`src/design/err_mask_map.svh`:
```
// offsets, field positions and reset values of the error report mask block
// assumes byte addressing on a 12-bit configuration address
`ifndef ERR_MASK_MAP_SVH
`define ERR_MASK_MAP_SVH

`define EM_ADDR_W          12
`define EM_MASK_OFF        12'h04a0
`define EM_SEEN_OFF        12'h04a4
`define EM_VIEW_OFF        12'h04a8

`define EM_MASK_RESET      32'h0000_0000
`define EM_SEEN_RESET      32'h0000_0000
`define EM_RD_IDLE         32'h0000_0000
`define EM_BASE_BITS       32'h0007_fff7
`define EM_DMA_BITS        32'h9fb8_0000

`define EM_IN_POSTED_TO    0
`define EM_IN_NONPOSTED_TO 1
`define EM_IN_CPL_TO       2
`define EM_RSVD_BIT        3
`define EM_OUT_POSTED_TO   4
`define EM_OUT_NONPOSTED_TO 5
`define EM_OUT_CPL_TO      6
`define EM_IN_DATA_SBE     7
`define EM_IN_DATA_DBE     8
`define EM_IN_CTL_SBE      9
`define EM_IN_CTL_DBE      10
`define EM_OUT_DATA_SBE    11
`define EM_OUT_DATA_DBE    12
`define EM_OUT_CTL_SBE     13
`define EM_OUT_CTL_DBE     14
`define EM_PARITY          15
`define EM_BAD_LINK        16
`define EM_REPLAY_SBE      17
`define EM_REPLAY_DBE      18
`define EM_DMA_LSB         19

`endif

```
`src/design/err_mask_pkg.sv`:
```
// types shared by the error report mask block
// assumes err_mask_map.svh supplies the numbers
package err_mask_pkg;

  typedef logic [31:0] word_t;

  typedef enum logic [1:0] {
    SEL_NONE,
    SEL_MASK,
    SEL_SEEN,
    SEL_VIEW
  } reg_sel_t;

endpackage : err_mask_pkg

```
`src/design/cfg_access_if.sv`:
```
// decoded register access passed from the decoder to the core
// assumes both ends run on sys_clk
`timescale 1ns/1ps
interface cfg_access_if;
  err_mask_pkg::reg_sel_t sel;
  logic                   wr;
  logic                   rd;
  err_mask_pkg::word_t    wdata;

  modport decode (output sel, output wr, output rd, output wdata);
  modport core   (input sel, input wr, input rd, input wdata);
endinterface : cfg_access_if

```
`src/design/bridge_internal_error_mask.sv`:
```
// bridge internal error report mask: decides which logged internal errors
// reach the bridge error reporting logic
// assumes internal_error_status is a same-clock level from the status
// register, and soft_rst is a same-clock pulse of a software reset
//
// Summary of operation
// - a set mask bit blocks its status bit from error reporting
// - masking never alters the status bit; errors stay recorded
// - mask bits are read-write, reset to zero, kept over soft reset
// - bits 0-2 mask ingress buffer posted, non-posted, completion time-outs
// - bits 4-6 mask egress buffer posted, non-posted, completion time-outs
// - bits 7-10 mask ingress data/control single and double bit errors
// - bits 11-14 mask egress data/control single and double bit errors
// - bit 15 masks the end-to-end data path parity error
// - bit 16 masks the unreliable link detected error
// - bits 17 and 18 mask replay buffer control single and double errors
// - bits 19-21, 23-28 and 31 stay read-write but act only when a DMA function exists
//
// The address-and-strobe port was decided locally.
`timescale 1ns/1ps
`include "err_mask_map.svh"
module bridge_internal_error_mask #(
  parameter bit DMA_PRESENT = 1'b0
) (
  input  wire logic                  sys_clk,
  input  wire logic                  rst,
  input  wire logic                  soft_rst,
  input  wire logic [`EM_ADDR_W-1:0] cfg_addr,
  input  wire logic [31:0]           cfg_wdata,
  input  wire logic                  cfg_wr,
  input  wire logic                  cfg_rd,
  output logic      [31:0]           cfg_rdata,
  input  wire logic [31:0]           internal_error_status,
  output logic      [31:0]           aer_report,
  output logic      [31:0]           aer_report_pulse,
  output logic                       timeout_report,
  output logic                       ecc_report,
  output logic                       parity_report,
  output logic                       link_report,
  output logic                       replay_report
);

  localparam int BASE_W = `EM_DMA_LSB;
  localparam int DMA_W  = 32 - `EM_DMA_LSB;

  ////////////////////////////////////////////////////////////////////////////
  // register access decode

  cfg_access_if acc ();

  cfg_decode u_decode (
    .addr  (cfg_addr),
    .wr    (cfg_wr),
    .rd    (cfg_rd),
    .wdata (cfg_wdata),
    .acc   (acc)
  );

  ////////////////////////////////////////////////////////////////////////////
  // mask register

  err_mask_pkg::word_t mask_q;
  err_mask_pkg::word_t mask_d;
  err_mask_pkg::word_t rw_bits;

  // reserved positions drop out of the writable set, so they read zero
  assign rw_bits = `EM_BASE_BITS | `EM_DMA_BITS;

  always_comb begin
    mask_d = mask_q;
    if (acc.wr && acc.sel == err_mask_pkg::SEL_MASK) begin
      mask_d = acc.wdata & rw_bits;
    end
  end

  // soft_rst deliberately absent: masks survive a software reset
  always_ff @(posedge sys_clk) begin
    if (rst) begin
      mask_q <= `EM_MASK_RESET;
    end else begin
      mask_q <= mask_d;
    end
  end

  ////////////////////////////////////////////////////////////////////////////
  // gating of the status bits

  logic [BASE_W-1:0] base_report;
  logic [BASE_W-1:0] base_hidden;
  logic [DMA_W-1:0]  dma_report;
  logic [DMA_W-1:0]  dma_hidden;
  err_mask_pkg::word_t report_all;
  err_mask_pkg::word_t hidden_all;
  err_mask_pkg::word_t base_bits;
  err_mask_pkg::word_t dma_bits;

  assign base_bits = `EM_BASE_BITS;
  assign dma_bits  = `EM_DMA_BITS;

  report_gate #(
    .W (BASE_W)
  ) u_base_gate (
    .status      (internal_error_status[BASE_W-1:0]),
    .mask        (mask_q[BASE_W-1:0]),
    .implemented (base_bits[BASE_W-1:0]),
    .enable      (1'b1),
    .report      (base_report),
    .hidden      (base_hidden)
  );

  // without a DMA function these mask bits are storage only
  report_gate #(
    .W (DMA_W)
  ) u_dma_gate (
    .status      (internal_error_status[31:`EM_DMA_LSB]),
    .mask        (mask_q[31:`EM_DMA_LSB]),
    .implemented (dma_bits[31:`EM_DMA_LSB]),
    .enable      (DMA_PRESENT),
    .report      (dma_report),
    .hidden      (dma_hidden)
  );

  assign report_all = {dma_report, base_report};
  assign hidden_all = {dma_hidden, base_hidden};

  ////////////////////////////////////////////////////////////////////////////
  // error classes seen by the reporting logic

  logic timeout_d;
  logic ecc_d;
  logic parity_d;
  logic link_d;
  logic replay_d;

  always_comb begin
    timeout_d = report_all[`EM_IN_POSTED_TO]
              | report_all[`EM_IN_NONPOSTED_TO]
              | report_all[`EM_IN_CPL_TO]
              | report_all[`EM_OUT_POSTED_TO]
              | report_all[`EM_OUT_NONPOSTED_TO]
              | report_all[`EM_OUT_CPL_TO];
    ecc_d     = report_all[`EM_IN_DATA_SBE]
              | report_all[`EM_IN_DATA_DBE]
              | report_all[`EM_IN_CTL_SBE]
              | report_all[`EM_IN_CTL_DBE]
              | report_all[`EM_OUT_DATA_SBE]
              | report_all[`EM_OUT_DATA_DBE]
              | report_all[`EM_OUT_CTL_SBE]
              | report_all[`EM_OUT_CTL_DBE];
    parity_d  = report_all[`EM_PARITY];
    link_d    = report_all[`EM_BAD_LINK];
    replay_d  = report_all[`EM_REPLAY_SBE]
              | report_all[`EM_REPLAY_DBE];
    // dma errors fold into the timeout and ecc classes
    timeout_d = timeout_d | (|dma_report[2:0]);
    ecc_d     = ecc_d | (|dma_report[DMA_W-1:4]);
  end

  ////////////////////////////////////////////////////////////////////////////
  // report outputs; an error unmasked while still logged reports then

  err_mask_pkg::word_t report_q;
  err_mask_pkg::word_t report_d;
  err_mask_pkg::word_t pulse_q;
  err_mask_pkg::word_t pulse_d;
  logic [4:0]          class_q;
  logic [4:0]          class_d;

  always_comb begin
    report_d = report_all;
    pulse_d  = report_all & ~report_q;
    class_d  = {replay_d, link_d, parity_d, ecc_d, timeout_d};
    if (soft_rst) begin
      pulse_d = `EM_RD_IDLE;
    end
  end

  always_ff @(posedge sys_clk) begin
    if (rst) begin
      report_q <= `EM_RD_IDLE;
      pulse_q  <= `EM_RD_IDLE;
      class_q  <= 5'h0;
    end else begin
      report_q <= report_d;
      pulse_q  <= pulse_d;
      class_q  <= class_d;
    end
  end

  assign aer_report       = report_q;
  assign aer_report_pulse = pulse_q;
  assign timeout_report   = class_q[0];
  assign ecc_report       = class_q[1];
  assign parity_report    = class_q[2];
  assign link_report      = class_q[3];
  assign replay_report    = class_q[4];

  ////////////////////////////////////////////////////////////////////////////
  // sticky record of errors that were held back by a mask

  err_mask_pkg::word_t seen_q;
  err_mask_pkg::word_t seen_d;
  err_mask_pkg::word_t seen_clr;

  always_comb begin
    seen_clr = `EM_RD_IDLE;
    if (acc.wr && acc.sel == err_mask_pkg::SEL_SEEN) begin
      seen_clr = acc.wdata;
    end
    if (soft_rst) begin
      seen_clr = '1;
    end
    // a masked error arriving with the clear still sets: set wins
    seen_d = (seen_q & ~seen_clr) | hidden_all;
  end

  always_ff @(posedge sys_clk) begin
    if (rst) begin
      seen_q <= `EM_SEEN_RESET;
    end else begin
      seen_q <= seen_d;
    end
  end

  ////////////////////////////////////////////////////////////////////////////
  // read data: valid only in the cycle after the read strobe

  err_mask_pkg::word_t rdata_q;
  err_mask_pkg::word_t rdata_d;

  always_comb begin
    rdata_d = `EM_RD_IDLE;
    if (acc.rd) begin
      case (acc.sel)
        err_mask_pkg::SEL_MASK: rdata_d = mask_q & rw_bits;
        err_mask_pkg::SEL_SEEN: rdata_d = seen_q;
        err_mask_pkg::SEL_VIEW: rdata_d = report_q;
        default:                rdata_d = `EM_RD_IDLE;
      endcase
    end
  end

  always_ff @(posedge sys_clk) begin
    if (rst) begin
      rdata_q <= `EM_RD_IDLE;
    end else begin
      rdata_q <= rdata_d;
    end
  end

  assign cfg_rdata = rdata_q;

endmodule : bridge_internal_error_mask

```
`src/design/cfg_decode.sv`:
```
// address decode of the plain configuration port
// assumes strobes are single-cycle and never both high
`timescale 1ns/1ps
`include "err_mask_map.svh"
module cfg_decode (
  input  wire logic [`EM_ADDR_W-1:0] addr,
  input  wire logic                  wr,
  input  wire logic                  rd,
  input  wire logic [31:0]           wdata,
  cfg_access_if.decode               acc
);
  always_comb begin
    case (addr)
      `EM_MASK_OFF: acc.sel = err_mask_pkg::SEL_MASK;
      `EM_SEEN_OFF: acc.sel = err_mask_pkg::SEL_SEEN;
      `EM_VIEW_OFF: acc.sel = err_mask_pkg::SEL_VIEW;
      default:      acc.sel = err_mask_pkg::SEL_NONE;
    endcase
    acc.wr    = wr;
    acc.rd    = rd;
    acc.wdata = wdata;
  end
endmodule : cfg_decode

```
`src/design/report_gate.sv`:
```
// gates one group of status bits by its mask bits
// assumes status and mask are same-clock levels
`timescale 1ns/1ps
module report_gate #(
  parameter int W = 19
) (
  input  wire logic [W-1:0] status,
  input  wire logic [W-1:0] mask,
  input  wire logic [W-1:0] implemented,
  input  wire logic         enable,
  output logic      [W-1:0] report,
  output logic      [W-1:0] hidden
);
  // status is only read here, never written, so masking cannot disturb it
  always_comb begin
    report = status & ~mask & implemented & {W{enable}};
    hidden = status & mask & implemented & {W{enable}};
  end
endmodule : report_gate

```
`config.mk`:
```
export PLATFORM = sky130hd
export DESIGN_NAME = bridge_internal_error_mask
export DESIGN_NICKNAME = d
export VERILOG_FILES = /design/src/design/err_mask_pkg.sv /design/src/design/cfg_access_if.sv /design/src/design/bridge_internal_error_mask.sv /design/src/design/cfg_decode.sv /design/src/design/report_gate.sv
export VERILOG_INCLUDE_DIRS = /design/src /design/src/design
export SDC_FILE = /design/constraint.sdc
export NUM_CORES = 1
export LEC_CHECK = 0
export BUFFER_PORTS_ARGS = -buffer_cell sky130_fd_sc_hd__buf_4
export CAP_MARGIN = 20
export CORE_ASPECT_RATIO = 1.25
export CORE_MARGIN = 2
export CORE_UTILIZATION = 54
export DETAILED_ROUTE_END_ITERATION = 6
export PLACE_DENSITY = 0.85
export SYNTH_ARGS = -nofsm -noshare
export SYNTH_HDL_FRONTEND = slang
export SYNTH_SLANG_ARGS = --single-unit
```
`constraint.sdc`:
```
create_clock -name sys_clk -period 3.1 [get_ports sys_clk]
set_input_delay 0.465 -clock sys_clk [delete_from_list [all_inputs] [get_ports sys_clk]]
set_output_delay 0.465 -clock sys_clk [all_outputs]
set_load 0.1 [all_outputs]
```
# [Word-level counts from Yosys, hierarchy flattened]
# Cells that the tools add are included.
[word_totals] regBits=161 latch_bits=0 ramBits=0 romBits=0 out_inout_bits=101 word_cells=43 mem_count=0
[classes] addsub=0 mul=0 div=0 n_lt_le_gt_ge=0 n_eq_ne=6 n_shift=0 n_mux=4 n_bitwise=22 reduce_logical=4
[op_table] operator="$pmux 32 s3" n=1
[op_table] operator="$mux 32" n=2
[op_table] operator="$not 32->32" n=2
[op_table] operator="$and 19x19->19" n=2
[op_table] operator="$eq 12x11->1 const B" n=3
[op_table] operator="$and 19x32->32" n=1
[op_table] operator="$and 32x32->32" n=1
[op_table] operator="$or 32x19->32" n=1
[op_table] operator="$not 19->19" n=1
[op_table] operator="$or 1x1->1" n=13
[op_table] operator="$pmux 2 s3" n=1
[op_table] operator="$eq 2x2->1 const B" n=2
[op_table] operator="$reduce_or 2->1" n=2
[op_table] operator="$eq 2x1->1 const B" n=1
[op_table] operator="$logic_and 1x1->1" n=2
[op_table] operator="$not 1->1" n=1

# [Longest topological paths before layout]
# Gate-level depths: netlist of the first run.
[logic_depth] depth_word=9 mapped_depth=6 depth_no_buf=3

# [Hierarchy]
# From an unflattened synthesis of the first run, not the netlist that was laid out.
[unflattened] hier_cells=704 hier_area_um2=6723.9
[modules_own_cells] module="bridge_internal_error_mask" instances=1 cells_per_inst=594 area_each_um2=5750.5 seq_area_each_um2=3183.1
[modules_own_cells] module="report_gate at u_base_gate" instances=1 cells_per_inst=42 area_each_um2=395.4 seq_area_each_um2=0.0
[modules_own_cells] module="cfg_decode" instances=1 cells_per_inst=40 area_each_um2=319.1 seq_area_each_um2=0.0
[modules_own_cells] module="report_gate at u_dma_gate" instances=1 cells_per_inst=28 area_each_um2=259.0 seq_area_each_um2=0.0

# [Worst setup path after synthesis of the first run]
# Ideal clock, no wire load.
[synth_timing] path_type="input to register" from="input port cfg_addr[6]" to="register rdata_q[15] (netlist: cfg_rdata[15])" setup_ns=0.067 t_arrival_ns=1.859 required_time_ns=3.033 setup_slack_ns=1.174 path_stages=5 n_path_buf=2 cell_sequence="or4b_4 -> or4_1 -> buf_2 -> buf_6 -> a21oi_2"
[synth_via] elab_chain_cells=4 word_cells_on_any_way=8 classes_between="6 x eq/ne; 2 x mux"
[synth_rtl] item="from (decl)" line_no="bridge_internal_error_mask.sv:28" text="input wire logic [`EM_ADDR_W-1:0] cfg_addr,"
[synth_rtl] item="$eq 12x11->1" line_no="cfg_decode.sv:13" text="case (addr)"
[synth_rtl] item="$pmux 2 s3 (*)" line_no="cfg_decode.sv:13"
[synth_rtl] item="$eq 2x2->1 / $eq 2x1->1 (equally long branches)" line_no="bridge_internal_error_mask.sv:234" text="case (acc.sel)"
[synth_rtl] item="$pmux 32 s3 (*)" line_no="bridge_internal_error_mask.sv:234"
[synth_rtl] item="to (signal assigned)" line_no="bridge_internal_error_mask.sv:245" text="rdata_q <= `EM_RD_IDLE;"
[synth_rtl] item="to (signal assigned)" line_no="bridge_internal_error_mask.sv:247" text="rdata_q <= rdata_d;"
[synth_rtl] item="to (decl)" line_no="bridge_internal_error_mask.sv:228" text="err_mask_pkg::word_t rdata_q;"
# Mark *: on every way between the ends. The rest lies on a longest branch, timed or not.
# A chain may end at the register's enable or synchronous reset.

# [Worst setup path after layout of the first run]
[layout_timing] from="input port cfg_addr[6]" to="register rdata_q[8] (netlist: cfg_rdata[8])"
# The elaborated chain is that of the path after synthesis.

==> flow_summary.json, run 1 <==
{
  "cts_tree": "done",
  "via_per_inst": 5.21,
  "worst_pin_slew_ns": 0.902,
  "core.rowCount": 40,
  "ys_ff_latch": 131,
  "diodes": 0,
  "grt_pass1_wl_um": 20600,
  "r2r_setup_slack_ns": 2.10,
  "critPathKind": "in -> reg",
  "clk-insertion-delay-late_ns": 0.41,
  "cpPeakStageDelay_ns": 0.91,
  "hold_path_end": "seen_q[30]$_SDFF_PP0_",
  "async_flop_share_pct": 0,
  "crit_path_top_delay_cell": "or4_1",
  "ant_nets": 0,
  "grt_pass1_vias": 4148,
  "cp_top_family": "simple AND/OR/NAND/NOR gates",
  "gr-total-overflow": 0,
  "crit_required_ns": 3.43,
  "cts_sinks": 131,
  "path_clk_slew_ns": 0.06,
  "slew_headroom_pct": 39.9,
  "synth_top_area_share_pct": 49.1,
  "num-nets-final": 760,
  "status": "finished clean",
  "yosys_warnings": 0,
  "final_hold_viol_count": 0,
  "synth_area_leader_cell": "dfxtp_1",
  "p_leak_nw": 2.80,
  "syn-mean-instance-area_um2": 9.67,
  "cts_root_buf": "clkbuf_16",
  "slew_violations": 0,
  "drtPass1Iterations": 5,
  "holdPathStages": 2,
  "crit_fanout": 18,
  "fin_crit_ns": 1.99,
  "syn_area_mm2": 0.00534,
  "synth-edff-count": 0,
  "reg2reg_to": "class_q[1]$_SDFF_PP0_",
  "finalSetupTns_ns": 0,
  "antenna_found_initial": 0,
  "die_area_mm2": 0.0107,
  "drt-total-wl_um": 12900,
  "use_met2_pct": 43.2,
  "global_route.usage.met1_pct": 28.8,
  "synth.distinct_cells": 30,
  "max-vdd-ir-drop_mv": 0.396,
  "reg2reg_from": "mask_q[14]$_SDFFE_PP0P_",
  "startpoint_type": "input port",
  "synthTopCellsByCount": "131 x dfxtp_1, 75 x nand2b_1, 56 x mux2i_1, 46 x nand2_1, 38 x a21oi_1",
  "wire_per_inst_um": 15.7,
  "fin_skew_ns": 0.00997,
  "worst_ep_arrival_time_ns": 2.32,
  "yosysMostFrequentCell": "dfxtp_1",
  "crit_buf_inv": 1,
  "grtUsageMet3_pct": 7.40,
  "power_density_mw_per_mm2": 633,
  "fmax_ghz": 0.503,
  "syn2layout_area_growth_pct": 30.4,
  "seq_area_frac_synth_pct": 49.1,
  "synthCells": 552,
  "grt_max_degree": 63,
  "rsz0062_at_grt": "no",
  "gp_congestion": 0.816,
  "worstPathCellList": "buf_4 -> or4b_4 -> or4_1 -> a21oi_1",
  "fin_crit_sh_pct": 64.2,
  "worstHoldStart": "cfg_wdata[30]",
  "die_h_um": 115,
  "vias": 4260,
  "drt_iter0_drc": 307,
  "fin_ws_ns": 1.11,
  "drcViolationCount": 0,
  "clock_path_buffers": 2,
  "post-place-ws_ns": 0.684,
  "busiest_layer": "met2",
  "post-cts-setup-buffer-count": 0,
  "initial_core_util_pct": 55.5,
  "setup_viol": 0,
  "synth_ff_type": "dfxtp_1",
  "cts_resized": 0,
  "drv_cap": 0,
  "die_width_um": 92.9,
  "htreeDepth": 4,
  "pin_count": 182,
  "ctsHoldBuffers": 0,
  "grt_usage_pct": 24.6,
  "cts-buffers-inserted": 17,
  "core_mm2": 0.00961,
  "min_path_type": "in -> reg",
  "drive_above_1_share_pct": 31.9,
  "place_hpwl_um": 8720,
  "end_kind": "flip-flop",
  "worst_r2r_path_depth": 3,
  "port_buffers": 139,
  "synth_area_leaders": "dfxtp_1 49%, mux2i_1 11%, nand2b_1 8.8%"
}
==> area by class of cell <==
| class | count | area [µm²] |
|---|---|---|
| clock buffers | 20 | 457 |
| clock inverters | 12 | 178 |
| fillers | 722 | 2650 |
| inverters | 5 | 18.8 |
| multi-input cells | 377 | 2410 |
| flip-flops and latches | 131 | 2620 |
| well taps | 126 | 158 |
| repair buffers | 147 | 1120 |
==> layer usage <==
layer | share of wire, % | vias up
li1 | - | 2067
met5 | 0 | -
met3 | 7.2 | 19
met2 | 52 | 183
met4 | 1.5 | 0
met1 | 40 | 1991
==> report_power, final <==
part	leakage [nW]	total [W]	switching (W)	internal (W)
sequential	1.06	0.00172	0.0000132	0.00171
clock	0.299	0.00211	0.000724	0.00139
combinational	1.43	0.000569	0.000445	0.000124
==> worst register-to-register path, cell delays in order, from the launching register on <==
cell and delay (ns):
dfxtp_1 0.36, nand2b_1 0.19, and4_1 0.23, a21oi_1 0.08
==> cell usage in the layout (no fill, tap or decap) <==
cell / n
nor3_2: 10
inv_1: 5
nor4_2: 1
mux2i_1: 56
nor4_1: 4
nand2_1: 46
nor3b_1: 18
clkbuf_8: 2
and4_1: 3
nor4_4: 1
a21oi_2: 10
nor2_2: 1
clkbuf_16: 17
buf_12: 1
or4b_1: 1
or2_0: 1
a211oi_1: 4
buf_4: 146
or4_1: 2
clkbuf_1: 1
nand4bb_1: 2
conb_1: 28
a31oi_1: 1
bufinv_16: 4
a21oi_1: 38
inv_6: 2
nand2b_1: 75
clkinvlp_4: 4
o22ai_1: 18
or2_2: 19
nor2_1: 18
nor2b_1: 1
clkinv_2: 2
or4b_4: 1
dfxtp_1: 131
nor3_1: 18
==> flip-flops by register name (all words and copies together) (netlist names) <==
name              count
aer_report           18
aer_report_pulse     18
cfg_rdata            32
class_q               3
mask_q               28
seen_q               32
==> through the flow <==
step	std cells	total power, W	area, µm²	utilization, %	hold WS [ns]
finish	818	0.00440	6960	72.4	0.227
global route	818	0.00454	6960	72.4	0.209
CTS	818	0.00442	6960	72.4	0.211
detailed placement	786	0.00232	6330	65.8	0.426
global placement	786	0.00232	6330	65.8	0.418
floorplan	579	0.00221	5440	-	0.412
==> kinds of logic after synthesis <==
kind of cell           count (synthesis)  synth area share [%]
AO/OA/AOI/OAI                         71                  8.00
AND/OR/NAND/NOR                      222                  24.4
buffers and inverters                 71                  7.90
other                                  1                0.0703
flip-flops                           131                  49.1
multiplexers                          56                  10.5
==> worst max-delay path by stage <==
stage / cells past startpoint / slack, ns / from / end
floorplan: 5 / 1.17 / cfg_addr[6] / cfg_rdata[15]$_SDFF_PP0_
global placement: 4 / 0.72 / cfg_addr[6] / cfg_rdata[5]$_SDFF_PP0_
detailed placement: 4 / 0.68 / cfg_addr[6] / cfg_rdata[5]$_SDFF_PP0_
CTS: 4 / 1.12 / cfg_addr[6] / cfg_rdata[5]$_SDFF_PP0_
global route: 4 / 1.03 / cfg_addr[6] / cfg_rdata[22]$_SDFF_PP0_
finish: 4 / 1.11 / cfg_addr[6] / cfg_rdata[8]$_SDFF_PP0_
(Power assumes the default switching activity.)
==> inputs of run 2 (changes only) <==
- ABC_AREA: not set -> 1
- CORE_UTILIZATION: 54 -> 45
- PLACE_DENSITY: 0.85 -> 0.76
- clock period: 3.1 -> 1.8 ns (I/O delays scaled with it)
==> run 2 against run 1 <==
Count of clock-buffer cells in the layout unchanged. Worst hold slack worse by 0.19 ns. Wire length up 9.4%. Via count up 19%. Non-clock buffer count up 15. First-iteration DRC count up 54%. Sequential cell count unchanged. Critical endpoint is now cfg_rdata[23]$_SDFF_PP0_. Worst setup slack worse by 0.71 ns.
==> flow_summary.json, run 2 <==
{
  "place_hpwl_um": 9950,
  "fillerInstances": 1006,
  "min_path_type": "in -> reg",
  "synth_top_area_share_pct": 50.1,
  "drt-total-wl_um": 14100,
  "max-vdd-ir-drop_mv": 0.716,
  "finalSetupTns_ns": 0,
  "drive_above_1_share_pct": 25.3,
  "end_kind": "flip-flop",
  "seq_power_share_pct": 38.6,
  "combPwrFrac_pct": 12.8,
  "synth_area_leader_cell": "dfxtp_1",
  "drcViolationCount": 0,
  "syn-mean-instance-area_um2": 7.92,
  "p_sw_share_pct": 26.8,
  "path_clk_slew_ns": 0.06,
  "p_leak_nw": 3.05,
  "critPathKind": "in -> reg",
  "fmax_ghz": 0.715,
  "worst_pin_slew_ns": 0.625,
  "htreeDepth": 4,
  "cp_top_family": "simple AND/OR/NAND/NOR gates",
  "via_per_inst": 5.36,
  "drv_cap": 0,
  "ctsHoldBuffers": 0,
  "power_density_mw_per_mm2": 1100,
  "crit_required_ns": 2.12,
  "num-nets-final": 873,
  "seq_area_frac_synth_pct": 50.1,
  "slew_violations": 0,
  "yosys_warnings": 0,
  "ys_ff_latch": 131,
  "async_flop_share_pct": 0,
  "initial_core_util_pct": 45.5,
  "crit_buf_inv": 3,
  "gr-total-overflow": 0,
  "totalPowerFinal_w": 0.00769,
  "drt_iter0_drc": 473,
  "fin_crit_sh_pct": 77.7,
  "postLayoutCoreUtil_pct": 60.8,
  "port_buffers": 139,
  "drtPass1Iterations": 5,
  "startpoint_type": "input port",
  "post-cts-setup-buffer-count": 0,
  "synth_ff_type": "dfxtp_1",
  "synth_area_leaders": "dfxtp_1 50%, nand4_1 12%, nand2_1 8.4%",
  "cts_tree": "done",
  "crit_path_top_delay_cell": "clkinv_1",
  "gp_congestion": 0.908,
  "core_mm2": 0.0115,
  "clk-insertion-delay-late_ns": 0.41,
  "status": "finished clean",
  "cpMostUsedCell": "nand2_1",
  "worstPathCellList": "buf_4 -> inv_2 -> nand2_2 -> nand2_1 -> nor2_2 -> nand3_1 -> clkinv_1 -> nand2_1 -> a21oi_1",
  "synth-edff-count": 0,
  "final_cell_mix": "158 x buf_4, 131 x dfxtp_1, 117 x nand2_1, 101 x nand4_1, 73 x a21oi_1",
  "rsz0062_at_grt": "no",
  "cts_root_buf": "clkbuf_16",
  "grt_pass1_vias": 4559,
  "grt_pass1_wl_um": 22700,
  "cts-buffers-inserted": 17,
  "clock_path_buffers": 2,
  "die_h_um": 125,
  "cts_resized": 0,
  "p_int_w": 0.00563,
  "cpPeakStageDelay_ns": 0.25,
  "wire_per_inst_um": 14.9,
  "setup_viol": 0,
  "fin_crit_ns": 1.40,
  "grt_usage_pct": 22.6,
  "ant_nets": 0,
  "crit_fanout": 22,
  "diodes": 0,
  "vias": 5054,
  "worst_ep_arrival_time_ns": 1.72,
  "antenna_found_initial": 0,
  "yosysMostFrequentCell": "dfxtp_1",
  "pin_count": 182,
  "final_hold_viol_count": 0,
  "layout_commonest_cell": "buf_4",
  "synthTopCellsByCount": "131 x dfxtp_1, 117 x nand2_1, 101 x nand4_1, 73 x a21oi_1, 50 x inv_1",
  "die_area_mm2": 0.0125,
  "core.rowCount": 44,
  "fin_skew_ns": 0.00548,
  "synthCells": 661,
  "syn2layout_area_growth_pct": 33.8,
  "grt_max_degree": 58,
  "synth.distinct_cells": 23,
  "syn_area_mm2": 0.00523,
  "die_width_um": 100,
  "slew_headroom_pct": 58.4,
  "cts_sinks": 131,
  "clkPwrFrac_pct": 48.7,
  "p_switching_w": 0.00206
}
[run 2: changes by cell type in the layout (fill, tap and decap cells not counted), sizes merged, moves of 15 or more]
cell / change
nand4: +101
inv: +46
o22ai: -18
nand3: +39
buf: +15
nand2: +72
nand2b: -75
nor2: +21
or2: -20
mux2i: -56
a21oi: +25
[run 2: final timing paths]
kind                               start                        to  slack [ns]  depth (start not counted)
hold reg to reg    seen_q[29]$_SDFF_PP0_     seen_q[29]$_SDFF_PP0_        0.44                          2
setup reg to reg  mask_q[7]$_SDFFE_PP0P_     class_q[1]$_SDFF_PP0_        0.74                          5
setup / recovery             cfg_addr[2]  cfg_rdata[23]$_SDFF_PP0_        0.40                          9
hold / removal             cfg_wdata[29]     seen_q[29]$_SDFF_PP0_        0.03                          2
[run 2: layout make-up]
| cell class | instances | area [µm²] | area share [%] |
|---|---|---|---|
| flip-flops and latches | 131 | 2620 | 37.5 |
| repair buffers | 162 | 1270 | 18.1 |
| inverters | 55 | 206 | 2.95 |
| clock buffers | 20 | 447 | 6.38 |
| well taps | 138 | 173 | 2.47 |
| clock inverters | 12 | 204 | 2.91 |
| multi-input cells | 425 | 2080 | 29.7 |
[run 2: worst register-to-register path: stages, from the launching register on]
cell and delay, ns:
dfxtp_1 0.37, inv_1 0.06, nand2_1 0.09, nand2_1 0.10, nor3_1 0.20, a21oi_1 0.10
[run 2: cell families (layout without fill, tap and decap cells)]
family,Yosys count,after routing,synth area share [%]
AO/OA/AOI/OAI,74,74,7.15
other,1,28,0.0717
AND/OR/NAND/NOR,323,323,30.2
buffers and inverters,132,249,12.4
flip-flops,131,131,50.1
[run 2: power groups by stage]
| stage | logic (W) | registers [W] | clock network (W) |
|---|---|---|---|
| after global routing | 0.00102 | 0.00297 | 0.00391 |
| after detailed placement | 0.000975 | 0.00303 | 0 |
| after global placement | 0.000967 | 0.00303 | 0 |
| final | 0.000982 | 0.00297 | 0.00375 |
| after CTS | 0.000976 | 0.00297 | 0.00379 |
| after floorplan | 0.000469 | 0.00332 | 0 |
[run 2: stage by stage]
| step | worst slack [ns] | area, µm² | std cells | hold WS (ns) |
|---|---|---|---|---|
| floorplan | 0.138 | 5330 | 688 | 0.361 |
| global placement | 0.125 | 6350 | 911 | 0.426 |
| detailed placement | 0.0404 | 6350 | 911 | 0.428 |
| CTS | 0.402 | 7000 | 943 | 0.0218 |
| global route | 0.313 | 7000 | 943 | 0.0295 |
| finish | 0.401 | 7000 | 943 | 0.0327 |
[run 2: per-layer routing]
layer / track usage, % / part of all wire (%) / vias up
li1: - / - / 2456
met1: 30.6 / 41 / 2289
met2: 34.9 / 47 / 273
met3: 4.88 / 8.8 / 36
met4: 9.19 / 2.5 / 0
met5: 0 / 0 / -
==> inputs of run 3 (changes only) <==
- CORE_UTILIZATION: 45 -> 50
- PLACE_DENSITY: 0.76 -> 0.8
- clock period: 1.8 -> 1.5 ns (I/O delays scaled with it)
==> run 3 against run 2 <==
Clock power up 21%. Via count up 2.2%. Critical endpoint is now aer_report[4]. Largest power group unchanged. Global-route usage is 2.4 points higher. Clock skew up 0.0033 ns. Combinational power up 23%. Total power increased by 21%.
==> flow_summary.json, run 3 (same netlist as run 2, synthesis figures left out) <==
{
  "status": "finished clean",
  "antenna_found_initial": 0,
  "startpoint_type": "flip-flop",
  "post-cts-setup-buffer-count": 0,
  "end_kind": "output port",
  "drt_iter0_drc": 500,
  "reg2reg_from": "mask_q[14]$_SDFFE_PP0P_",
  "worst_ep_arrival_time_ns": 1.10,
  "ctsHoldBuffers": 10,
  "worstHoldStart": "cfg_wdata[31]",
  "die_area_mm2": 0.0113,
  "crit_fanout": 3,
  "layout_commonest_cell": "buf_4",
  "worst_r2r_path_depth": 3,
  "p_leak_nw": 3.14,
  "final_hold_viol_count": 0,
  "num-nets-final": 888,
  "dpl.cell_count": 907,
  "final_cell_mix": "160 x buf_4, 129 x dfxtp_1, 117 x nand2_1, 101 x nand4_1, 73 x a21oi_1",
  "seqCellArea_mm2": 0.00263,
  "fin_crit_ns": 1.33,
  "crit_buf_inv": 1,
  "drt-total-wl_um": 14000,
  "postLayoutCoreUtil_pct": 70.6,
  "drtPass1Iterations": 6,
  "crit_path_top_delay_cell": "dfxtp_1",
  "die_width_um": 95.5,
  "drcViolationCount": 0,
  "crit_required_ns": 1.27,
  "ant_nets": 0,
  "grt_max_degree": 68,
  "power_density_mw_per_mm2": 1300,
  "diodes": 0,
  "initial_core_util_pct": 51.5,
  "global_route.usage.met1_pct": 31.8,
  "syn2layout_area_growth_pct": 37.1,
  "grt_usage_pct": 25.0,
  "busiest_layer": "met2",
  "max-vdd-ir-drop_mv": 0.759,
  "grt_pass1_vias": 4673,
  "slew_violations": 0,
  "core_mm2": 0.0102,
  "reg2reg_to": "class_q[1]$_SDFF_PP0_",
  "cts_root_buf": "clkbuf_16",
  "drive_above_1_share_pct": 25.9,
  "multi_input_area_mm2": 0.00208,
  "drv_cap": 0,
  "path_clk_slew_ns": 0.06,
  "cts-buffers-inserted": 17,
  "clock_path_buffers": 2,
  "startpoint": "aer_report[4]$_SDFF_PP0_",
  "fmax_ghz": 0.754,
  "fin_cells": 949,
  "fin_crit_sh_pct": 88.4,
  "wire_per_inst_um": 14.7,
  "core.rowCount": 41,
  "fin_skew_ns": 0.00874,
  "slew_headroom_pct": 51.7,
  "critPathKind": "reg -> out",
  "use_met2_pct": 40.7,
  "cpPeakStageDelay_ns": 0.38,
  "gr-total-overflow": 0,
  "crit_end": "aer_report[4]",
  "gp_congestion": 0.864,
  "cts_sinks": 131,
  "cts_resized": 0,
  "vias": 5166,
  "via_per_inst": 5.44,
  "port_buffers": 139,
  "place_hpwl_um": 9520,
  "setup_viol": 0,
  "die_h_um": 118,
  "fillerInstances": 778,
  "r2r_setup_slack_ns": 0.33,
  "cp.depth": 1,
  "min_path_type": "in -> reg",
  "grtUsageMet3_pct": 6.12,
  "clk-insertion-delay-late_ns": 0.41,
  "rsz0062_at_grt": "no",
  "cts_tree": "done",
  "worstPathCellList": "buf_4",
  "worst_pin_slew_ns": 0.725,
  "holdPathStages": 2,
  "htreeDepth": 4,
  "grt_pass1_wl_um": 22500,
  "cp_top_family": "flip-flops",
  "pin_count": 182
}
run 3: cell count changes in the layout (fill, tap and decap cells not counted), moves of 2 or more:
cell,previous run,this run
dfxtp_1,131,129
buf_12,4,7
dlygate4sd3_1,0,10
dfxtp_2,0,2
buf_4,158,160
run 3: power breakdown:
part           switching (W)  total, W  internal, W
Clock                0.00150   0.00454      0.00304
Combinational       0.000957   0.00121     0.000255
Sequential         0.0000301   0.00356      0.00353
Total                0.00248   0.00931      0.00683
run 3: through the flow:
step / TNS (ns) / area (µm²) / worst slack [ns] / hold slack, ns / total power (W)
after floorplan: 0 / 5340 / 0.139 / 0.316 / 0.00454
after global placement: -0.0968 / 6420 / -0.0150 / 0.405 / 0.00480
after detailed placement: -1.21 / 6420 / -0.0482 / 0.409 / 0.00481
after CTS: 0 / 7170 / 0.172 / 0.00220 / 0.00933
after global routing: 0 / 7170 / 0.139 / 0.0103 / 0.00953
final: 0 / 7170 / 0.174 / 0.00790 / 0.00931
run 3: how the worst min path moves through the flow:
stage	end	slack (ns)
CTS	seen_q[31]$_SDFF_PP0_	0.002
floorplan	seen_q[20]$_SDFF_PP0_	0.32
global route	seen_q[23]$_SDFF_PP0_	0.01
finish	seen_q[31]$_SDFF_PP0_	0.008
global placement	seen_q[3]$_SDFF_PP0_	0.41
detailed placement	seen_q[30]$_SDFF_PP0_	0.41
run 3: cell type report:
class                      count  share of cell area, %
timing repair buffer         177                   20.1
multi-input combinational    425                   29.0
clock inverter                12                   2.81
sequential                   131                   36.6
inverter                      55                   2.88
clock buffer                  20                   6.37
tap                          129                   2.25
run 3: layer usage:
metal	part of all wire (%)	up-vias
li1	-	2484
met1	40	2357
met2	48	289
met3	9.2	36
met4	2.2	0
met5	0	-
